--- src/hdl/ddr2_mode_map.svh ---
// field positions, codes and timing counts of the mode register block
// assumes inclusion by bare name from the design files
`ifndef DDR2_MODE_MAP_SVH
`define DDR2_MODE_MAP_SVH
// wishbone byte offsets
`define OFS_MODE_CMD 4'h0
`define OFS_MAIN_MODE 4'h4
`define OFS_EXT_MODE 4'h8
`define OFS_STATUS 4'hC
// main mode register fields
`define BL_LSB 0
`define BL_MSB 2
`define BT_BIT 3
`define CL_LSB 4
`define CL_MSB 6
`define TM_BIT 7
`define DLLRST_BIT 8
`define WR_LSB 9
`define WR_MSB 11
`define PD_BIT 12
// extended mode register fields
`define DLLDIS_BIT 0
`define AL_LSB 3
`define AL_MSB 5
// field codes
`define BL_CODE4 3'h2
`define BL_CODE8 3'h3
// reset values
`define MAIN_RESET 13'h0000
`define EXT_RESET 13'h0000
// dll lock wait, 200 clocks
`define DLL_LOCK_CYCLES 8'hC8
`endif

--- src/hdl/ddr2_mode_pkg.sv ---
// types of the mode register block
// assumes the map header for numbers
package ddr2_mode_pkg;
  typedef enum logic [1:0] {DLL_OFF, DLL_LOCKING, DLL_LOCKED} dll_state_type;
  typedef struct packed {
    logic [2:0] beat;
    logic [2:0] start;
    logic eight;
    logic inter;
  } order_type;
endpackage

--- src/hdl/burst_order.sv ---
// burst column order generator
// assumes start column and mode held steady during a burst
`timescale 1ns/1ps
`default_nettype none
module burst_order (
  // burst setup
  input wire logic [2:0] startCol,
  input wire logic eightBeat,
  input wire logic interleaved,
  input wire logic [2:0] beat,
  // column low bits
  output logic [2:0] colLow
);
  logic [2:0] seqCol;
  logic [2:0] intCol;
  always_comb begin
    seqCol = 3'(startCol + beat);
    intCol = startCol ^ beat;
    if (eightBeat) begin
      colLow = interleaved ? intCol : seqCol;
    end else begin
      colLow = {startCol[2], interleaved ? intCol[1:0] : seqCol[1:0]};
    end
  end
endmodule // burst_order
`default_nettype wire

--- src/hdl/ddr2_mode_register_decode.sv ---
// mode and extended mode registers with burst, latency and dll control
// assumes load-mode commands only with all banks idle
//
// Chosen here: the address map and the Wishbone register port.
`timescale 1ns/1ps
`default_nettype none
`include "ddr2_mode_map.svh"
module ddr2_mode_register_decode
  import ddr2_mode_pkg::*;
(
  // clock and reset
  input wire logic clk,
  input wire logic rstn,
  // wishbone slave
  input wire logic wbCyc,
  input wire logic wbStb,
  input wire logic wbWe,
  input wire logic [3:0] wbAdr,
  input wire logic [3:0] wbSel,
  input wire logic [31:0] wbDatI,
  output logic [31:0] wbDatO,
  output logic wbAck,
  // memory commands
  input wire logic readCmd,
  input wire logic writeApCmd,
  input wire logic [2:0] startCol,
  input wire logic selfRefreshEnter,
  input wire logic selfRefreshExit,
  input wire logic activePowerDown,
  // burst and timing outputs
  output logic [2:0] colLow,
  output logic burstActive,
  output logic readData,
  output logic precharge,
  output logic dllReset,
  output logic dllLocked,
  output logic dllFrozen
);
  typedef struct packed {
    logic [12:0] mainMode;
    logic [12:0] extMode;
    logic [31:0] rdat;
    logic ack;
    dll_state_type dll;
    logic [7:0] lockCnt;
    logic dllRst;
    logic [15:0] readPipe;
    logic [3:0] wrBurstCnt;
    logic [2:0] wrRecCnt;
    logic wrRecRun;
    logic prech;
    logic [2:0] beat;
    logic [2:0] start;
    logic burstRun;
    logic [3:0] beatsLeft;
    logic selfRef;
  } state_type;
  state_type s_q, s_d;
  logic [2:0] blCode;
  logic eightBeat;
  logic [3:0] clVal;
  logic [3:0] alVal;
  logic [4:0] rlVal;
  logic [3:0] wrVal;
  logic [3:0] burstBeats;
  logic wbReq;
  logic [15:0] wMask;
  logic [12:0] loadVal;

  burst_order u_order (
    .startCol(s_q.start),
    .eightBeat(eightBeat),
    .interleaved(s_q.mainMode[`BT_BIT]),
    .beat(s_q.beat),
    .colLow(colLow)
  );

  always_comb begin
    blCode = s_q.mainMode[`BL_MSB:`BL_LSB];
    eightBeat = (blCode == `BL_CODE8);
    burstBeats = eightBeat ? 4'h8 : 4'h4;
    clVal = {1'b0, s_q.mainMode[`CL_MSB:`CL_LSB]};
    alVal = {1'b0, s_q.extMode[`AL_MSB:`AL_LSB]};
    rlVal = 5'(clVal + alVal);
    wrVal = 4'(s_q.mainMode[`WR_MSB:`WR_LSB] + 3'h1);
    wbReq = wbCyc && wbStb && !s_q.ack;
    wMask = {{8{wbSel[1]}}, {8{wbSel[0]}}};
    loadVal = 13'((wbDatI[15:0] & wMask) | ({3'h0, s_q.mainMode} & ~wMask));
  end

  always_comb begin
    s_d = s_q;
    s_d.ack = wbReq;
    s_d.dllRst = 1'b0;
    s_d.prech = 1'b0;
    s_d.mainMode[`DLLRST_BIT] = 1'b0;
    case (wbAdr)
      `OFS_MAIN_MODE: s_d.rdat = {19'h0, s_q.mainMode};
      `OFS_EXT_MODE: s_d.rdat = {19'h0, s_q.extMode};
      `OFS_STATUS: s_d.rdat = {27'h0, s_q.selfRef, s_q.dll == DLL_LOCKED, rlVal[2:0]};
      default: s_d.rdat = 32'h0000_0000;
    endcase
    if (wbReq && wbWe && wbAdr == `OFS_MODE_CMD) begin
      if (wbDatI[17:16] == 2'h0) begin
        if (!wbDatI[`TM_BIT]) begin
          s_d.mainMode = loadVal;
          s_d.mainMode[`DLLRST_BIT] = 1'b0;
          if (wbDatI[`DLLRST_BIT]) begin
            s_d.dllRst = 1'b1;
          end
        end
      end else if (wbDatI[17:16] == 2'h1) begin
        s_d.extMode = wbDatI[12:0];
      end
    end
    case (s_q.dll)
      DLL_LOCKING: begin
        if (s_q.lockCnt == 8'h01) begin
          s_d.dll = DLL_LOCKED;
        end
        s_d.lockCnt = 8'(s_q.lockCnt - 8'h01);
      end
      DLL_OFF: ;
      DLL_LOCKED: ;
      default: s_d.dll = DLL_OFF;
    endcase
    // dll enable and reset
    // disable and restart override the running lock count
    if (s_q.extMode[`DLLDIS_BIT] || s_q.selfRef) begin
      s_d.dll = DLL_OFF;
    end else if (s_q.dllRst) begin
      s_d.dll = DLL_LOCKING;
      s_d.lockCnt = `DLL_LOCK_CYCLES;
    end
    if (selfRefreshEnter) begin
      s_d.selfRef = 1'b1;
    end else if (selfRefreshExit && s_q.selfRef) begin
      s_d.selfRef = 1'b0;
      s_d.dllRst = 1'b1;
    end
    s_d.readPipe = {1'b0, s_q.readPipe[15:1]};
    if (readCmd && rlVal != 5'h00) begin
      s_d.readPipe[rlVal[3:0] - 4'h1] = 1'b1;
    end
    if (s_q.burstRun) begin
      s_d.beat = 3'(s_q.beat + 3'h1);
      s_d.beatsLeft = 4'(s_q.beatsLeft - 4'h1);
      s_d.burstRun = s_q.beatsLeft != 4'h1;
    end
    if (readCmd || writeApCmd) begin
      s_d.start = startCol;
      s_d.beat = 3'h0;
      s_d.burstRun = 1'b1;
      s_d.beatsLeft = burstBeats;
    end
    if (writeApCmd) begin
      // write latency plus half the beats, one count taken by the registered pulse
      s_d.wrBurstCnt = 4'(rlVal[3:0] - 4'h2 + (burstBeats >> 1));
      s_d.wrRecRun = 1'b1;
      s_d.wrRecCnt = wrVal[2:0];
    end else if (s_q.wrRecRun) begin
      if (s_q.wrBurstCnt != 4'h0) begin
        s_d.wrBurstCnt = 4'(s_q.wrBurstCnt - 4'h1);
      end else if (s_q.wrRecCnt != 3'h1) begin
        s_d.wrRecCnt = 3'(s_q.wrRecCnt - 3'h1);
      end else begin
        s_d.wrRecRun = 1'b0;
        s_d.prech = 1'b1;
      end
    end
  end

  always_ff @(posedge clk or negedge rstn) begin
    if (!rstn) begin
      s_q <= '0;
      s_q.mainMode <= `MAIN_RESET;
      s_q.extMode <= `EXT_RESET;
      s_q.dll <= DLL_OFF;
    end else begin
      s_q <= s_d;
    end
  end

  assign wbAck = s_q.ack;
  assign wbDatO = s_q.rdat;
  assign burstActive = s_q.burstRun;
  assign readData = s_q.readPipe[0];
  assign precharge = s_q.prech;
  assign dllReset = s_q.dllRst;
  assign dllLocked = s_q.dll == DLL_LOCKED;
  assign dllFrozen = activePowerDown && s_q.mainMode[`PD_BIT];
endmodule // ddr2_mode_register_decode
`default_nettype wire

--- config.mk ---
export PLATFORM = sky130hd
export DESIGN_NAME = ddr2_mode_register_decode
export DESIGN_NICKNAME = d
export VERILOG_FILES = /design/src/hdl/ddr2_mode_pkg.sv /design/src/hdl/burst_order.sv /design/src/hdl/ddr2_mode_register_decode.sv
export VERILOG_INCLUDE_DIRS = /design/src /design/src/hdl
export SDC_FILE = /design/constraint.sdc
export NUM_CORES = 1
export LEC_CHECK = 0
export CAP_MARGIN = 10
export CORE_MARGIN = 8
export CORE_UTILIZATION = 60
export DETAILED_ROUTE_END_ITERATION = 6
export DONT_BUFFER_PORTS = 1
export PLACE_DENSITY = 0.76
export SLEW_MARGIN = 0
export SYNTH_ARGS = -nofsm -noshare
export SYNTH_HDL_FRONTEND = slang
export SYNTH_SLANG_ARGS = --single-unit
--- constraint.sdc ---
create_clock -name clk -period 3.4 [get_ports clk]
set_clock_uncertainty 0.1 [all_clocks]
set_input_delay 0.68 -clock clk [delete_from_list [all_inputs] [get_ports clk]]
set_output_delay 0.68 -clock clk [all_outputs]
set_load 0.02 [all_outputs]
==> flow_summary_export.csv <==
group,metric,value,unit
outcome,outcome,"finished clean",
synthesis,synth-xor-area-share,2.042,%
drt,wl_per_cell,17.20,um
synthesis,synth-edff-count,0,
final_layout,nNetsFinal,447,
clocking,cts_max_level,3,
min_path,hold_path_class,"input pin to asynchronous set/reset pin",
placed_design,dp_hpwl,5853,um
synthesis,synth.area.mux_share,6.797,%
placed_design,dp.cells,461,
critical_path,start_kind,"flop",
timing,rsz0062_at_grt,"false",
critical_path,slowest_delay,0.41,ns
critical_path,worst-r2r-setup-slack,0.51,ns
critical_path,crit_end,"colLow[2]",
timing,period_share,87.96,%
power,leakage,0.002109,uW
critical_path,path_cells,"ha_1 > inv_1 > fa_1 > or3_1 > a21oi_1 > xor2_1",
power,seqPwrFrac,54.0,%
die,io-pin-count,95,
global_routing,gr-total-overflow,0,
synthesis,synth_warnings,0,
synthesis,synth.distinct_cells,53,
drt,routed_wl,8206,um
synthesis,netlist_area,0.004289,mm^2
synthesis,synth_compound_area_share,12.08,%
final_layout,diodes,0,
drt,via_per_inst,5.635,
timing,final_max_slew_viol_count,0,
power,ir_drop,0.2882,mV
die,die_area,0.01011,mm^2
critical_path,path_buf_inv,1,
clocking,clockRootBuffer,"clkbuf_8",
critical_path,slowest_stage,"xor2_1",
clocking,clkTransAtPathRegs,0.08,ns
synthesis,synth_top_area_share,50.76,%
synthesis,ys_ff_latch,87,
final_layout,post_route_cells_drive_above_1_share,14.29,%
placed_design,port_buffers,0,
final_layout,fill_cells,586,
drt,drtIter0Drc,112,
die,start_util,60.43,%
power,pwr-share-clk,31.1,%
critical_path,r2r_cells,10,
drt,drt_pass1_iterations,4,
critical_path,end_kind,"primary output",
critical_path,cp.depth,6,
final_layout,area_growth,3.880,%
drt,drc,0,
critical_path,startpoint,"s_q[9]$_DFFE_PN0P_",
synthesis,yosysTopAreaCell,"dfrtp_1",
synthesis,avgSynthCellArea,11.23,um^2
global_routing,grt_use_total,17.16,%
timing,max_freq,334.4,MHz
die,die_w,100.6,um
synthesis,synth_top_family_by_area,"simple AND/OR/NAND/NOR gates",
drt,dr_total_vias,2688,
die,die_height,100.6,um
clocking,cts_tree,"yes",
final_layout,fin_cells,477,
drt,final_antenna_net_count,0,
critical_path,arrival,2.21,ns
global_routing,grt_max_degree,88,
flow_run,maxCapViolCount,0,
critical_path,cp_top_family,"adder cells",
global_routing,grt_pass1_vias,2777,
power,netSwitchingFraction,27.40,%
power,power_density,500.4,mW/mm^2
synthesis,ys.flop_type,"dfrtp_1",
die,core_area,0.007098,mm^2
final_layout,fin_util,62.77,%
critical_path,crit_type,"flop to primary output",
global_routing,antenna_found_initial,0,
timing,fin_setup_tns,0,ns
critical_path,cp_data_required_time,2.62,ns
synthesis,synth.area.top_cells,"dfrtp_1 (51%), mux2_2 (6.6%), buf_4 (5.6%)",
timing,hold_viol,0,
global_routing,grt_pass1_wl,13530,um
timing,hold_ws,0.1372,ns
clocking,clockBufferDepth,2,
synthesis,synthArstFlopShare,100.0,%
timing,worst_slew_pin_slew,0.9151,ns
placed_design,gp_congestion,0.7586,
die,rows,31,
synthesis,syn-instance-count,382,
critical_path,critPathMaxFanout,3,
timing,min_period,2.991,ns
synthesis,synth-seq-area-share,50.76,%
power,pwr-share-comb,14.9,%
critical_path,r2r-end,"s_q[20]$_DFFE_PN0P_",
timing,report.final.setup_viol,0,
synthesis,synthAdderAreaFrac,6.184,%
clocking,clock_sinks,87,
power,internal_power,1619,uW
synthesis,synth-simple-area-share,13.59,%
power,p_sw,610.9,uW
clocking,cts_buffers,9,
timing,relSlewSlack,38.16,%
clocking,clk_latency,0.35,ns
-- cells by family (layout without fill, tap and decap cells) --
kind of cell / after synthesis / count (layout)
other cells: 1 / 20
compound gates: 72 / 72
xor+xnor: 10 / 10
buf+inv: 64 / 41
fa+ha+maj: 20 / 20
simple gates: 102 / 102
flops: 87 / 87
mux: 26 / 26
-- stage by stage --
stage | power, uW | setup slack [ns] | area (um^2)
2_1_floorplan | 1477 | 0.7305 | 4360
3_3_place_gp | 1507 | 0.6283 | 4239
3_5_place_dp | 1532 | 0.5963 | 4239
4_1_cts | 2254 | 0.3560 | 4456
5_1_grt | 2351 | 0.3073 | 4456
6_report | 2229 | 0.4094 | 4456
-- cells in the final DEF, fill, tap and decap left out, types with 4 or more instances in the layout --
| cell type | n |
|---|---|
| clkbuf_8 | 10 |
| dfrtp_1 | 87 |
| a22o_1 | 7 |
| nor2_1 | 14 |
| xnor2_1 | 4 |
| nor3b_1 | 7 |
| nand3_1 | 7 |
| inv_1 | 22 |
| nor3_1 | 5 |
| o21bai_1 | 15 |
| o21ai_0 | 8 |
| conb_1 | 20 |
| a22oi_1 | 7 |
| mux2_2 | 25 |
| a21oi_1 | 8 |
| xor2_1 | 6 |
| a31oi_1 | 4 |
| o31ai_1 | 4 |
| ha_1 | 18 |
| nand2_1 | 29 |
| nor2b_1 | 6 |
-- cell usage after synthesis (3+ instances only) --
cell type  number
a22oi_1         7
a21o_1          3
inv_1          22
mux2_2         25
nor2_1         14
o31ai_1         4
o21bai_1       15
or3_2           3
xnor2_1         4
xor2_1          6
a21oi_1         8
nand3_1         7
nor2b_1         6
a22o_1          7
o21ai_0         8
ha_1           18
nor3_1          5
nor4b_1         5
nand2_1        29
a211oi_1        3
buf_4          32
and2_1          3
o31a_1          3
nor3b_1         7
a31oi_1         4
clkbuf_1        8
dfrtp_1        87
-- power by group through the flow --
stage / Sequential (uW) / Clock (uW) / Combinational, uW
finish: 1200 / 694 / 332
global route: 1220 / 757 / 378
CTS: 1200 / 716 / 335
detailed placement: 1220 / 0 / 310
global placement: 1220 / 0 / 288
floorplan: 1200 / 0 / 276
-- per-layer routing --
metal | vias to the layer above | wire, um | part of all wire (%) | GRT usage (%)
li1 | 1274 | - | - | -
met1 | 1334 | 3474 | 42 | 20.22
met2 | 67 | 4092 | 50 | 28.56
met3 | 13 | 480 | 5.8 | 4.213
met4 | 0 | 158 | 1.9 | 8.605
met5 | - | 0 | 0 | 0
-- worst min-delay path by stage --
| stage | depth (start not counted) | from | end |
|---|---|---|---|
| 2_1_floorplan | 0 | rstn | asynchronous set/reset pin |
| 3_3_place_gp | 0 | rstn | s_q[93]$_DFFE_PN0P_ |
| 3_5_place_dp | 0 | rstn | asynchronous set/reset pin |
| 4_1_cts | 1 | rstn | s_q[17]$_DFFE_PN0P_ |
| 5_1_grt | 1 | rstn | s_q[88]$_DFFE_PN0P_ |
| 6_report | 1 | rstn | asynchronous set/reset pin |
-- worst register-to-register path: stages, from the launching register on --
cell      delay, ns
dfrtp_1        0.40
ha_1           0.28
fa_1           0.48
nor2b_1        0.27
nor2_1         0.09
ha_1           0.27
inv_1          0.04
ha_1           0.19
xor2_1         0.15
a2111o_1       0.38
o221a_2        0.13
-- layout make-up --
cell class / count / area (um^2) / area share (%)
Clock buffer: 12 / 145.1 / 3.258
Clock inverter: 3 / 43.79 / 0.9829
Inverter: 22 / 82.58 / 1.853
Multi-Input combinational cell: 250 / 1833 / 41.14
Sequential cell: 87 / 2177 / 48.86
Tap cell: 99 / 123.9 / 2.780
Timing Repair Buffer: 4 / 50.05 / 1.123
-- repair_timing --
item,CTS,global route
hold buffers,1,0
buffers inserted,0,0
endpoints found under the hold margin,87,0
gates resized for setup,0,0
Power figures use the tool's default switching activity.
